--- src/verilog/idm_pkg.sv ---
// ****************************************************************
// Shared constants of the bus-master DMA engine
// ****************************************************************
package idm_pkg;
   // Number of drive channels served by the engine
   localparam int IDM_CH_NUM = 2;
   // Doubleword buffer depth per channel, half mark is depth / 2
   localparam int IDM_BUF_DEPTH = 4;
   // Bytes in one bus data beat
   localparam logic [31:0] IDM_DW_BYTES = 32'h0000_0004;
   // Bytes in one descriptor entry and offset of its second word
   localparam logic [31:0] IDM_DESC_BYTES = 32'h0000_0008;
   localparam logic [31:0] IDM_DESC_W1_OFS = 32'h0000_0004;
   // Descriptor field positions
   localparam int IDM_EOT_BIT = 31;
   localparam int IDM_CNT_MSB = 15;
   // Value of every state flip-flop after reset
   localparam logic IDM_RST_VAL = 1'b0;

   // Engine sequencer states
   typedef enum logic [2:0] {
      IDM_IDLE = 3'h0,
      IDM_WAIT = 3'h1,
      IDM_ARB = 3'h2,
      IDM_DESC0 = 3'h3,
      IDM_DESC1 = 3'h4,
      IDM_BURST = 3'h5
   } idm_state_e;
endpackage

--- src/verilog/idm_dma_engine.sv ---
`timescale 1ns/1ps
module idm_dma_engine import idm_pkg::*; #(
   parameter int BUF_DEPTH = IDM_BUF_DEPTH
) (
   // Clock and reset
   input wire logic clk_sys,
   input wire logic rst_b,
   // Per-channel command and status
   input wire logic [1:0] ch_start,
   input wire logic [1:0] ch_to_mem,
   input wire logic [1:0][31:0] ch_table_addr,
   input wire logic [1:0] ch_drv_done,
   output logic [1:0] ch_active,
   output logic [1:0] ch_finished,
   // Drive read data into the prefetch buffers
   input wire logic [1:0] drv_rd_valid,
   input wire logic [1:0][31:0] drv_rd_data,
   output logic [1:0] drv_rd_ready,
   // Drive write data out of the posted-write buffers
   output logic [1:0] drv_wr_valid,
   output logic [1:0][31:0] drv_wr_data,
   input wire logic [1:0] drv_wr_ready,
   // Bus master side
   output logic bus_req,
   input wire logic bus_gnt,
   output logic mem_valid,
   output logic mem_write,
   output logic mem_last,
   output logic [31:0] mem_addr,
   output logic [31:0] mem_wdata,
   input wire logic mem_ack,
   input wire logic [31:0] mem_rdata
);

   // ****************************************************************
   // Sizes and checks
   // ****************************************************************
   localparam int PW = $clog2(BUF_DEPTH);
   localparam int CW = $clog2(BUF_DEPTH + 1);
   localparam logic [CW-1:0] FULL = CW'(BUF_DEPTH);
   localparam logic [CW-1:0] HALF = CW'(BUF_DEPTH / 2);
   localparam logic [CW-1:0] ONE = CW'(1);

   // Depth must be a power of two of at least four for pointer wrap
   if (BUF_DEPTH < 4 || (BUF_DEPTH & (BUF_DEPTH - 1)) != 0) begin : g_chk
      $error("BUF_DEPTH must be a power of two, at least four");
   end

   // ****************************************************************
   // State record
   // ****************************************************************
   typedef struct packed {
      idm_state_e st;                   // Sequencer state
      logic own;                        // Channel that owns the engine
      logic [1:0] start_q;              // Last sampled start level
      logic [1:0] act;                  // Channel transfer active
      logic [1:0] done;                 // Channel table finished
      logic [1:0] dir;                  // 1 = drive to memory
      logic [1:0][31:0] tptr;           // Next descriptor address
      logic [31:0] addr;                // Current memory pointer
      logic [15:0] cnt;                 // Remaining byte count
      logic end_of_table_flag;                        // End flag of loaded descriptor
      logic need_desc;                  // Descriptor must be fetched
      logic [CW-1:0] beats;             // Beats left in the burst
      logic [1:0][BUF_DEPTH-1:0][31:0] pf_mem;
      logic [1:0][BUF_DEPTH-1:0][31:0] pw_mem;
      logic [1:0][PW-1:0] pf_wr;
      logic [1:0][PW-1:0] pf_rd;
      logic [1:0][PW-1:0] pw_wr;
      logic [1:0][PW-1:0] pw_rd;
      logic [1:0][CW-1:0] pf_cnt;
      logic [1:0][CW-1:0] pw_cnt;
      logic bus_req;                    // Registered port images
      logic mem_valid;
      logic mem_write;
      logic mem_last;
      logic [31:0] mem_addr;
      logic [31:0] mem_wdata;
      logic [1:0] pf_rdy;
      logic [1:0] pw_vld;
      logic [1:0][31:0] pw_data;
   } idm_dma_s;

   idm_dma_s q;                         // Current state
   idm_dma_s d;                         // Next state

   // ****************************************************************
   // Helpers
   // ****************************************************************
   // Burst length: buffer room or data, cut to remaining doublewords
   function automatic logic [CW-1:0] burst_len(input logic [CW-1:0] avail,
                                                input logic [15:0] cnt);
      burst_len = (16'(avail) > {2'b00, cnt[15:2]}) ? CW'(cnt[15:2]) : avail;
   endfunction

   // Room or data offered to the next burst of the owning channel
   function automatic logic [CW-1:0] offer(input idm_dma_s s);
      if (s.dir[s.own]) begin
         // Full writes four, half writes two, a drive finish flushes
         if (s.pf_cnt[s.own] >= FULL) begin
            offer = FULL;
         end else if (s.pf_cnt[s.own] >= HALF) begin
            offer = HALF;
         end else if (ch_drv_done[s.own]) begin
            offer = s.pf_cnt[s.own];
         end else begin
            offer = '0;
         end
      end else begin
         // Empty reads four, half reads two, otherwise nothing
         if (s.pw_cnt[s.own] == '0) begin
            offer = FULL;
         end else if (s.pw_cnt[s.own] == HALF) begin
            offer = HALF;
         end else begin
            offer = '0;
         end
      end
   endfunction

   // ****************************************************************
   // Next-state logic
   // ****************************************************************
   always_comb begin
      logic [CW-1:0] len;
      len = '0;
      d = q;
      d.start_q = ch_start;
      // Channel command handling, each channel on its own
      for (int c = 0; c < IDM_CH_NUM; c++) begin
         if (ch_start[c] && !q.start_q[c]) begin
            d.act[c] = 1'b1;
            d.done[c] = 1'b0;
            d.dir[c] = ch_to_mem[c];
            d.tptr[c] = ch_table_addr[c];
         end
         if (!ch_start[c]) begin
            // Stop clears the channel and empties its buffers
            d.act[c] = 1'b0;
            d.pf_cnt[c] = '0;
            d.pf_wr[c] = '0;
            d.pf_rd[c] = '0;
            d.pw_cnt[c] = '0;
            d.pw_wr[c] = '0;
            d.pw_rd[c] = '0;
         end else begin
            // Prefetch from drive while room remains
            if (drv_rd_valid[c] && q.pf_rdy[c]) begin
               d.pf_mem[c][d.pf_wr[c]] = drv_rd_data[c];
               d.pf_wr[c] = d.pf_wr[c] + 1'b1;
               d.pf_cnt[c] = d.pf_cnt[c] + ONE;
            end
            // Drain posted data to the drive at any time
            if (q.pw_vld[c] && drv_wr_ready[c]) begin
               d.pw_rd[c] = d.pw_rd[c] + 1'b1;
               d.pw_cnt[c] = d.pw_cnt[c] - ONE;
            end
         end
      end
      // Engine sequencer
      case (q.st)
         IDM_IDLE: begin
            // First channel wins when both wait
            if (d.act[0] && !d.done[0]) begin
               d.own = 1'b0;
               d.need_desc = 1'b1;
               d.st = IDM_WAIT;
            end else if (d.act[1] && !d.done[1]) begin
               d.own = 1'b1;
               d.need_desc = 1'b1;
               d.st = IDM_WAIT;
            end
         end
         IDM_WAIT: begin
            if (!d.act[q.own]) begin
               // Channel stopped, engine is free again
               d.st = IDM_IDLE;
            end else if (!q.need_desc && q.cnt == '0 && q.end_of_table_flag) begin
               // Table finished, channel reports done, engine free again
               d.done[q.own] = 1'b1;
               d.act[q.own] = 1'b0;
               d.st = IDM_IDLE;
            end else if (!q.need_desc && q.cnt == '0) begin
               // Next descriptor while drive side keeps moving
               d.need_desc = 1'b1;
            end else if (q.need_desc || burst_len(offer(d), q.cnt) != '0) begin
               d.st = IDM_ARB;
            end
         end
         IDM_ARB: begin
            if (bus_gnt) begin
               if (q.need_desc) begin
                  d.st = IDM_DESC0;
               end else begin
                  len = burst_len(offer(d), q.cnt);
                  d.beats = len;
                  d.st = (len != '0) ? IDM_BURST : IDM_WAIT;
               end
            end
         end
         IDM_DESC0: begin
            if (mem_ack) begin
               // Base address, bit 0 forced low
               d.addr = {mem_rdata[31:1], 1'b0};
               d.st = IDM_DESC1;
            end
         end
         IDM_DESC1: begin
            if (mem_ack) begin
               // Byte count and end flag
               d.cnt = {mem_rdata[IDM_CNT_MSB:1], 1'b0};
               d.end_of_table_flag = mem_rdata[IDM_EOT_BIT];
               d.tptr[q.own] = q.tptr[q.own] + IDM_DESC_BYTES;
               d.need_desc = 1'b0;
               // Keep the bus only if a burst is ready now
               len = burst_len(offer(d), d.cnt);
               d.beats = len;
               d.st = (len != '0) ? IDM_BURST : IDM_WAIT;
            end
         end
         IDM_BURST: begin
            if (mem_ack) begin
               if (q.dir[q.own]) begin
                  // Prefetched doubleword accepted by memory
                  if (d.pf_cnt[q.own] != '0) begin
                     d.pf_rd[q.own] = d.pf_rd[q.own] + 1'b1;
                     d.pf_cnt[q.own] = d.pf_cnt[q.own] - ONE;
                  end
               end else if (d.pw_cnt[q.own] != FULL) begin
                  // Read doubleword posted for the drive
                  d.pw_mem[q.own][d.pw_wr[q.own]] = mem_rdata;
                  d.pw_wr[q.own] = d.pw_wr[q.own] + 1'b1;
                  d.pw_cnt[q.own] = d.pw_cnt[q.own] + ONE;
               end
               // Whole doublewords only
               d.addr = q.addr + IDM_DW_BYTES;
               d.cnt = (q.cnt > 16'h0004) ? q.cnt - 16'h0004 : 16'h0000;
               d.beats = q.beats - ONE;
               // Bus released after the last beat
               if (q.beats == ONE) begin
                  d.st = IDM_WAIT;
               end
            end
         end
         default: begin
            d.st = IDM_IDLE;
         end
      endcase
      // Registered port images taken from the next state
      d.bus_req = (d.st != IDM_IDLE) && (d.st != IDM_WAIT);
      d.mem_valid = (d.st == IDM_DESC0) || (d.st == IDM_DESC1) || (d.st == IDM_BURST);
      d.mem_write = (d.st == IDM_BURST) && d.dir[d.own];
      d.mem_last = (d.st == IDM_DESC1) || ((d.st == IDM_BURST) && (d.beats == ONE));
      if (d.st == IDM_DESC0) begin
         d.mem_addr = {d.tptr[d.own][31:2], 2'b00};
      end else if (d.st == IDM_DESC1) begin
         d.mem_addr = {d.tptr[d.own][31:2], 2'b00} + IDM_DESC_W1_OFS;
      end else begin
         d.mem_addr = {d.addr[31:2], 2'b00};
      end
      d.mem_wdata = d.pf_mem[d.own][d.pf_rd[d.own]];
      for (int c = 0; c < IDM_CH_NUM; c++) begin
         d.pf_rdy[c] = d.act[c] && d.dir[c] && (d.pf_cnt[c] != FULL);
         d.pw_vld[c] = (d.pw_cnt[c] != '0);
         d.pw_data[c] = d.pw_mem[c][d.pw_rd[c]];
      end
   end

   // ****************************************************************
   // State register
   // ****************************************************************
   always_ff @(posedge clk_sys or negedge rst_b) begin
      if (!rst_b) begin
         q <= {$bits(idm_dma_s){IDM_RST_VAL}};
      end else begin
         q <= d;
      end
   end

   // Ports straight from the state flip-flops
   assign ch_active = q.act;
   assign ch_finished = q.done;
   assign drv_rd_ready = q.pf_rdy;
   assign drv_wr_valid = q.pw_vld;
   assign drv_wr_data = q.pw_data;
   assign bus_req = q.bus_req;
   assign mem_valid = q.mem_valid;
   assign mem_write = q.mem_write;
   assign mem_last = q.mem_last;
   assign mem_addr = q.mem_addr;
   assign mem_wdata = q.mem_wdata;

   // ****************************************************************
   // Checks
   // ****************************************************************
   owner_hold_a: assert property (
      @(posedge clk_sys) disable iff (!rst_b)
      (q.st != IDM_IDLE) ##1 (q.st != IDM_IDLE) |-> q.own == $past(q.own))
      else $error("owner changed during a transfer");
   first_pick_a: assert property (
      @(posedge clk_sys) disable iff (!rst_b)
      (q.st == IDM_IDLE) && ch_start[0] && !q.start_q[0]
      |=> (q.own == 1'b0) && (q.st == IDM_WAIT))
      else $error("first channel not picked first");
   desc_pair_a: assert property (
      @(posedge clk_sys) disable iff (!rst_b)
      (q.st == IDM_DESC0) && mem_ack |=> (q.st == IDM_DESC1) && mem_last
      && (mem_addr == $past(mem_addr) + IDM_DESC_W1_OFS))
      else $error("descriptor words out of order");
   aligned_beat_a: assert property (
      @(posedge clk_sys) disable iff (!rst_b)
      mem_valid |-> mem_addr[1:0] == 2'b00)
      else $error("unaligned memory beat");
   pf_full_a: assert property (
      @(posedge clk_sys) disable iff (!rst_b)
      (q.pf_cnt[0] == FULL) && ch_start[0] && !((q.st == IDM_BURST) && mem_ack && !q.own)
      |-> !drv_rd_ready[0] ##1 (q.pf_cnt[0] == FULL))
      else $error("prefetch accepted while full");
   wr_burst_a: assert property (
      @(posedge clk_sys) disable iff (!rst_b)
      (q.st != IDM_BURST) ##1 (q.st == IDM_BURST) && mem_write
      |-> (q.beats <= q.pf_cnt[q.own]) && (q.beats != '0))
      else $error("write burst larger than prefetched data");
   rd_burst_a: assert property (
      @(posedge clk_sys) disable iff (!rst_b)
      (q.st != IDM_BURST) ##1 (q.st == IDM_BURST) && !mem_write
      |-> (16'(q.beats) + 16'(q.pw_cnt[q.own]) <= 16'(FULL)))
      else $error("read burst overflows posted buffer");
   bus_free_a: assert property (
      @(posedge clk_sys) disable iff (!rst_b)
      (q.st == IDM_BURST) && mem_ack && (q.beats == ONE) |=> !bus_req ##1 !mem_valid)
      else $error("bus held after last beat");
   table_end_a: assert property (
      @(posedge clk_sys) disable iff (!rst_b)
      (q.st == IDM_WAIT) && q.act[q.own] && !q.need_desc && (q.cnt == '0) && q.end_of_table_flag
      |=> ch_finished[$past(q.own)] && !bus_req && (q.st == IDM_IDLE))
      else $error("table end not reported");
   drain_now_a: assert property (
      @(posedge clk_sys) disable iff (!rst_b)
      (q.pw_cnt[1] != '0) |-> drv_wr_valid[1])
      else $error("posted data not offered to drive");
endmodule // idm_dma_engine

--- config.mk ---
export PLATFORM = sky130hd
export DESIGN_NAME = idm_dma_engine
export DESIGN_NICKNAME = d
export VERILOG_FILES = /design/src/verilog/idm_pkg.sv /design/src/verilog/idm_dma_engine.sv
export SDC_FILE = /design/constraint.sdc
export NUM_CORES = 1
export LEC_CHECK = 0
export BUFFER_PORTS_ARGS = -buffer_cell sky130_fd_sc_hd__buf_2
export CAP_MARGIN = 20
export CORE_UTILIZATION = 40
export DETAILED_ROUTE_END_ITERATION = 16
export GPL_ROUTABILITY_DRIVEN = 0
export GPL_TIMING_DRIVEN = 0
export PLACE_DENSITY_LB_ADDON = 0.05
export SYNTH_ARGS = -nofsm -noshare
export SYNTH_HDL_FRONTEND = slang
export SYNTH_SLANG_ARGS = --single-unit
--- constraint.sdc ---
create_clock -name clk_sys -period 6.2 [get_ports clk_sys]
set_input_delay 0.31 -clock clk_sys [delete_from_list [all_inputs] [get_ports clk_sys]]
set_output_delay 0.31 -clock clk_sys [all_outputs]
set_load 0.005 [all_outputs]
After elaboration in Yosys (flattened, before gate mapping)
Cells that the tools add are included.

storage, ports and cells
  register bits = 805
  latch bits = 0
  bits in writable memories = 0
  bits in read-only memories = 0
  input port bits = 174
  output and inout bits = 140
  word-level logic and storage cells = 324
  memories kept = 0

cells by class
  $add $sub $neg = 17
  $mul = 0
  divide/modulo/power cells = 0
  order comparisons = 18
  equality and inequality tests = 24
  shifts and indexed selects = 0
  mux-type cells = 163
  bitwise gates (word level) = 3
  reductions and logical operators = 47

operator list
  operator                 number
  $mux W256                4
  $mux W128                7
  $mux W32                 16
  $bwmux W128              2
  $bwmux W256              1
  $bmux W32 S2             3
  $demux W32 S2            3
  $mux W3                  45
  $demux W128 S1           1
  $mux W64                 2
  $add A32 B3 Y32 const B  2
  $bwmux W64               1
  $pmux W32 S2             1
  $mux W48                 1
  $gt A3 B14 Y1            3
  $mux W2                  20
  $mux W4                  9
  $add A32 B4 Y32 const B  1
  $demux W32 S1            1
  $pmux W16 S2             1
  $mux W1                  25
  $mux W12                 2
  $mux W6                  4
  $reduce_bool A3 Y1       8
  other kinds (41)         109

Depth between registers and ports, before layout
Gate-level depths: netlist (run 1).

  depth in word-level cells = 25
  gate-level depth with buffers = 27
  depth with buffers taken out = 21

Least setup slack after synthesis (run 1)
Ideal clock, no wire load.

  kind = flip-flop to flip-flop
  start = register q[801] (netlist name)
  end = register q (netlist bit mem_addr[23])
  library setup time = 0.123 ns
  arrival = 5.499 ns
  data required time = 6.077 ns
  slack = 0.578 ns
  stages on the path, launching flop included = 27
  buffers on the path = 11
  clock period less this slack = 5.622 ns
  path through = dfrtp_1 > buf_6 > buf_4 > buf_4 > buf_4 > buf_2 > buf_2 > buf_1 > clkbuf_1 > nor2_1 > or2_2 > inv_1 > ha_1 > a211o_1 > a21bo_2 > ha_1 > nor2b_1 > o21ai_0 > a221o_1 > clkbuf_1 > o211ai_1 > o21a_1 > o41a_1 > or2_2 > clkbuf_1 > clkbuf_1 > o221a_2

RTL lines
  element                 RTL line               source
  start, declared         idm_dma_engine.sv:84   idm_dma_s q;
  start signal, assigned  idm_dma_engine.sv:274  q <= {$bits(idm_dma_s){IDM_RST_VAL}};

==> impl_metrics.toml, run 1 <==
[global_route]
grt_pass1_wl_um = 191700
grt_max_degree = 113
grt_overflow = 0
grt_usage_pct = 25.52
grt_pass1_vias = 29730
antenna_found_initial = 7

[placement]
portBuffers = 305
placed_area_um2 = 42920
hpwlAfterDp_um = 91530

[floorplanning]
start_util_pct = 40.33
fp-row-count = 115
die_h_um = 316.5
io_pins = 314
dieArea_um2 = 100200
fp.coreArea_um2 = 98130
die_w_um = 316.5

[route]
drtAntennaViolNets = 0
dr.pass1.iters = 14
drcViolationCount = 4
wl_per_cell_um = 23.05
drtIter0Drc = 2229
viasPerCell = 5.394
drt-total-wl_um = 128400
vias = 30054

[layout]
fin_nets = 4418
design_area_um2 = 47080
layout-drive-gt1-share_pct = 27.80
area_delta_synth_final_pct = 18.96
fin_util_pct = 47.97

[setup_path]
cp_max_fo = 10
worst_setup_path_end_kind = "register"
rr_endpoint = "mem_wdata[4]"
worstPathRequired_ps = 6780
ff2ff_path_depth = 16
rrSetupSlack_ps = 220
r2r-start = "q[801]"
path_class = "register to register"
startpoint_type = "register"
crit_arrival_ps = 6570

[timing]
min_period_ps = 5985
setup_violations = 0
clock_skew_ps = 18.10
period_share_pct = 96.53
worst_slew_margin_rel_pct = 20.16
maxSlewViolCount = 0
tns_ps = 0
fmax_mhz = 167.1
tightestPinTransition_ps = 1198
final_hold_viol_count = 0

[clock_tree]
ctsLongestPathBuffers = 3
cts_sinks = 796
insertion_delay_ps = 660
htreeDepth = 3
cts-buffers-inserted = 92
root_buffer = "clkbuf_16"
cts.clk_slew.worst_paths_ps = 60
tritoncts = "done"

[status]
status = "finished, violations left"
violations = "DRC"

[power_and_ir_drop]
intPower_mw = 11.47
power_leakage_nw = 23.31
comb_power_share_pct = 30.8
p_clk_share_pct = 31.8
powerDensity_nw_per_um2 = 367.8
peakVddDrop_mv = 0.2077
p_sw_share_pct = 33.75
power.switching_mw = 5.844
pwr-share-seq_pct = 37.4

[yosys]
async_flop_share_pct = 100.0
synth-edff-count = 0
syn-cell-area_um2 = 39570
seq_area_frac_synth_pct = 50.33
syn_area_per_cell_um2 = 10.70
synth_warnings = 0
ys.flop_type = "dfrtp_1"
syn_inst = 3698
synth-seq-cells = 796
synth_cell_types = 89

[min_path]
hold_end = "q[741]"
hold_depth = 3
hp-start = "ch_table_addr[12]"
min_path_type = "input pin to register"

[flow_run]
maxCapViolCount = 0
synth_stat cells, types with 6 or more instances:
cell type,n,area [um2]
o21ai_0,129,645.6
o211ai_1,49,367.9
nand3b_1,7,52.55
mux2i_1,117,1171
o22ai_1,6,37.54
buf_2,30,150.1
a31oi_1,7,43.79
a221oi_1,7,61.31
xnor2_1,50,437.9
buf_4,140,1051
a21oi_1,80,400.4
a311oi_1,11,96.34
nand2b_1,50,312.8
o311ai_0,68,595.6
ha_1,35,437.9
a21o_1,41,307.8
o32ai_1,6,52.55
and4_1,7,61.31
nor3_1,69,345.3
nor2b_1,16,100.1
or2_2,8,50.05
clkbuf_1,142,533.0
a221o_1,25,250.2
nand3_1,77,385.4
nor2_1,438,1644
mux2_2,511,5754
o31ai_1,6,45.04
nand4b_1,6,52.55
dfrtp_1,796,19920
and3_1,27,168.9
o221ai_1,9,78.83
and2_1,41,256.5
a22oi_1,12,90.09
nor4_1,21,131.4
nand2_1,301,1130
nand4_1,23,143.9
nor3b_1,9,67.56
o21a_1,7,52.55
inv_1,59,221.5
buf_1,54,202.7
a211oi_1,12,90.09
xor2_1,22,192.7
or3_1,68,425.4
power groups by stage:
stage          registers [mW]  clock network [mW]  logic [mW]
6_report                 6.47                5.50        5.34
2_1_floorplan            6.40                   0        3.33
5_1_grt                  6.56                5.82        5.82
3_3_place_gp             6.57                   0        5.21
3_5_place_dp             6.56                   0        5.24
4_1_cts                  6.47                5.63        5.31
repair_timing:
action | 4_1_cts | 5_1_grt
endpoints found under the hold margin | 352 | 0
gates resized for setup | 12 | 24
hold buffers | 106 | 0
setup endpoints to repair | 168 | 35
setup buffers | 0 | 0
registers in the layout, summed over array words and instances, names as in the netlist:
signal	cells
bus_req	1
ch_active	2
ch_finished	2
drv_rd_ready	2
drv_wr_data	64
drv_wr_valid	2
mem_addr	30
mem_last	1
mem_valid	1
mem_wdata	32
mem_write	1
q	658
layout by cell type (no fill, tap or decap), types with 8 or more instances in the layout:
cell	synthesis	layout
a211oi_1	12	10
a21o_1	41	41
a21oi_1	80	79
a221o_1	25	24
a22oi_1	12	12
a311oi_1	11	11
and2_1	41	41
and3_1	27	27
buf_1	54	51
buf_2	30	333
buf_4	140	140
clkbuf_1	142	151
clkbuf_16	0	93
clkbuf_8	0	18
clkinv_2	0	23
dfrtp_1	796	796
dlygate4sd3_1	0	106
ha_1	35	35
inv_1	59	59
mux2_2	511	511
mux2i_1	117	117
nand2_1	301	301
nand2b_1	50	50
nand3_1	77	77
nand4_1	23	23
nor2_1	438	437
nor2b_1	16	16
nor3_1	69	69
nor3b_1	9	9
nor4_1	21	20
o211ai_1	49	49
o21ai_0	129	129
o221ai_1	9	9
o311ai_0	68	66
or2_2	8	8
or3_1	68	68
xnor2_1	50	50
xor2_1	22	22
critical path, cell delays in order (launching register included):
cell and delay, ps:
dfrtp_1 340, buf_6 150, buf_6 160, inv_1 60
buf_2 190, o32ai_1 680, inv_1 150, ha_1 300
a2111oi_2 730, xnor2_1 250, mux2_2 210, clkbuf_1 530
clkbuf_1 540, clkbuf_1 560, nor2_1 70, o311ai_0 700
and2_1 280
final cells by class:
| class | count | area [um2] |
|---|---|---|
| antenna | 5 | 12.51 |
| buffer | 364 | 1973 |
| clock buffer | 130 | 2646 |
| clock inverter | 35 | 367.9 |
| fill | 9382 | 51050 |
| inverter | 63 | 236.5 |
| multi-input combinational | 2472 | 17510 |
| sequential | 796 | 19920 |
| tap | 1287 | 1610 |
| timing repair buffer | 420 | 2805 |
per-layer routing:
layer	GRT usage [%]	up-vias	routed length [um]
li1	-	13974	-
met1	35.87	15209	58990
met2	41.08	704	60230
met3	3.264	163	5828
met4	7.649	4	3354
met5	0	-	23
cells by family (layout without fill, tap and decap cells):
family                   after synthesis  in the layout  synth area share (%)
AND/OR/NAND/NOR                     1188           1188                 13.98
XOR/XNOR                              73             73                 1.635
AO/OA/AOI/OAI                        543            543                 9.741
buffers and inverters                431           1012                 5.549
adder cells (fa/ha/maj)               35             35                 1.107
flip-flops                           796            796                 50.33
multiplexers                         631            631                 17.65
other                                  1              7              0.009476
worst max-delay path by stage:
| stage | startpoint | cells past startpoint | end | slack, ps |
|---|---|---|---|---|
| 6_report | q[801] | 16 | mem_wdata[4] | 220 |
| 5_1_grt | q[801] | 23 | mem_addr[13] | -6 |
| 4_1_cts | q[803] | 19 | mem_addr[22] | 70 |
| 3_5_place_dp | q[801] | 25 | mem_last | -1740 |
| 3_3_place_gp | rst_b | 1 | q[718] | -13460 |
| 2_1_floorplan | q[801] | 26 | mem_addr[23] | 580 |
metrics by stage:
stage,hold slack (ps),setup slack (ps),power (mW),std cells
2_1_floorplan,14.41,578.3,9.727,3699
3_3_place_gp,471.8,-13460,11.78,5291
3_5_place_dp,237.3,-1736,11.80,5298
4_1_cts,3.215,69.85,17.41,5566
5_1_grt,36.82,-5.669,18.21,5569
6_report,54.75,215.2,17.31,5572
Note: power is estimated with default switching activity, not from simulation.
==> run 2: changes to the inputs <==
--- a/config.mk
+++ b/config.mk
@@ -12,6 +12,7 @@
 export GPL_ROUTABILITY_DRIVEN = 0
 export GPL_TIMING_DRIVEN = 0
 export PLACE_DENSITY_LB_ADDON = 0.05
+export REMOVE_ABC_BUFFERS = 1
 export SYNTH_ARGS = -nofsm -noshare
 export SYNTH_HDL_FRONTEND = slang
 export SYNTH_SLANG_ARGS = --single-unit
==> run 2 against run 1 <==
Compared with the run above: register-to-register slack better by 120 ps; largest cell class unchanged; clock skew is 3.3 ps higher; highest routed layer unchanged; via count shrank 5.5%; first-iteration DRC count fell by 25%; the run still ends with DRC left; clock power increased by 7.6%.
==> impl_metrics.toml, run 2 (synthesis gave the netlist of run 1 again) <==
[placement]
place_ws_ps = -393.9
placed_area_um2 = 42190
hpwlAfterDp_um = 76180
portBuffers = 307

[layout]
design_area_um2 = 46550
layout-drive-gt1-share_pct = 27.70
layout_commonest_cell = "dfrtp_1"
n_fill_cell = 9231
fin_nets = 4102
area_delta_synth_final_pct = 17.64
seqCellArea_um2 = 19920
fin_util_pct = 47.44
layout_common_cells = "794 x dfrtp_1, 510 x mux2_2, 433 x nor2_1"
regMostFlops = "q"
multi_input_area_um2 = 17650
largest_reg_flops = 658

[clock_tree]
root_buffer = "clkbuf_16"
cts.clk_slew.worst_paths_ps = 60
htreeDepth = 3
post_cts_buffers = 0
cts-buffers-inserted = 93
tritoncts = "done"
insertion_delay_ps = 660
cts_sinks = 796
ctsLongestPathBuffers = 3

[min_path]
hold_depth = 3
hold_end = "q[794]"
min_path_type = "input pin to register"
hp-start = "ch_to_mem[1]"

[route]
drt-total-wl_um = 115700
drtAntennaViolNets = 0
dr.pass1.iters = 11
drtIter0Drc = 1678
wl_per_cell_um = 22.01
viasPerCell = 5.400
drcViolationCount = 4
vias = 28387

[power_and_ir_drop]
power_leakage_nw = 22.89
peakVddDrop_mv = 0.2201
powerDensity_nw_per_um2 = 366.8
power_mw = 17.08

[timing]
setup_slack_ps = 336.3
min_period_ps = 5864
whs_ps = 41.68
rsz0062_at_grt = "no"
worst_slew_margin_rel_pct = 32.81
setup_violations = 0
clock_skew_ps = 21.39
tightestPinTransition_ps = 997.3
maxSlewViolCount = 0
period_share_pct = 94.58
fmax_mhz = 170.5
final_hold_viol_count = 0

[floorplanning]
dieArea_um2 = 100200
die_h_um = 316.5
fp.coreArea_um2 = 98130
io_pins = 314
die_w_um = 316.5
start_util_pct = 40.33
fp-row-count = 115

[setup_path]
startpoint_type = "register"
worstPathRequired_ps = 6730
worst_setup_path_end_kind = "register"
cp_max_fo = 51
ff2ff_path_depth = 16
rrSetupSlack_ps = 340
r2r-start = "q[802]"
path_class = "register to register"
rr_endpoint = "mem_addr[26]"
crit_arrival_ps = 6390

[global_route]
grt_max_degree = 110
grt_overflow = 0
grt_pass1_wl_um = 178300
grt_usage_pct = 23.12
antenna_found_initial = 16
grt_pass1_vias = 28773

[status]
violations = "DRC"
status = "finished, violations left"

[flow_run]
maxCapViolCount = 0
[run 2: cell types whose count changed in the layout (fill, tap and decap cells not counted), moves of 17 or more]
cell	before	now
buf_4	140	3
clkbuf_1	151	18
buf_1	51	0
buf_12	0	26
buf_2	333	307
nand2_1	301	283
nand2_2	0	17
[run 2: critical path, cell delays in order (launching register included)]
cell and delay, ps:
dfrtp_2 790, nor3_1 160, o211ai_1 490, o21ai_4 400, buf_12 290, buf_16 170, inv_6 430, nor2_1 80
nor2_1 320, ha_1 350, nand3_1 120, nor4b_2 430, o211ai_2 230, or3_1 550, nor3_1 340, xor2_1 120
a221o_1 350
[run 2: worst max path at each step]
stage                                  to  cells past startpoint  slack (ps)        start
after global placement    drv_wr_data[20]                      1      -13620        rst_b
after detailed placement     mem_addr[26]                     16        -390       q[802]
after global routing         mem_addr[10]                     19          30  ch_start[1]
after floorplan             mem_wdata[30]                      9       -2280       q[801]
after CTS                    mem_addr[18]                     19           4       q[801]
final                        mem_addr[26]                     16         340       q[802]
[run 2: cell type report]
cell class | instances | area share, %
Antenna cell | 2 | 0.01075
Clock buffer | 135 | 5.902
Clock inverter | 35 | 1.188
Inverter | 63 | 0.5268
Multi-Input combinational cell | 2472 | 37.91
Sequential cell | 796 | 42.80
Tap cell | 1287 | 3.459
Timing Repair Buffer | 467 | 8.200
[run 2: power breakdown]
group / total [mW] / internal, mW / leakage [nW] / switching (mW)
Combinational: 4.62 / 1.90 / 10.6 / 2.72
Clock: 5.92 / 3.65 / 1.63 / 2.27
Sequential: 6.54 / 6.02 / 10.6 / 0.516
[run 2: what timing repair did]
action                                  4_1_cts  5_1_grt
endpoints found under the hold margin       492        0
endpoints found under the setup margin        6       23
hold buffers                                101        0
pin swaps                                     0        0
resized for setup                             2        7
[run 2: metal layers]
layer	track usage [%]	vias up	routed length [um]
li1	-	13346	-
met1	31.32	14321	52480
met2	37.46	534	54460
met3	4.650	168	5927
met4	6.490	18	2716
met5	0	-	118
[run 2: metrics by stage]
step / instances / setup TNS, ps
floorplan: 3331 / -93130
global placement: 4925 / -
detailed placement: 4983 / -1613
CTS: 5254 / 0
global route: 5255 / 0
finish: 5257 / 0
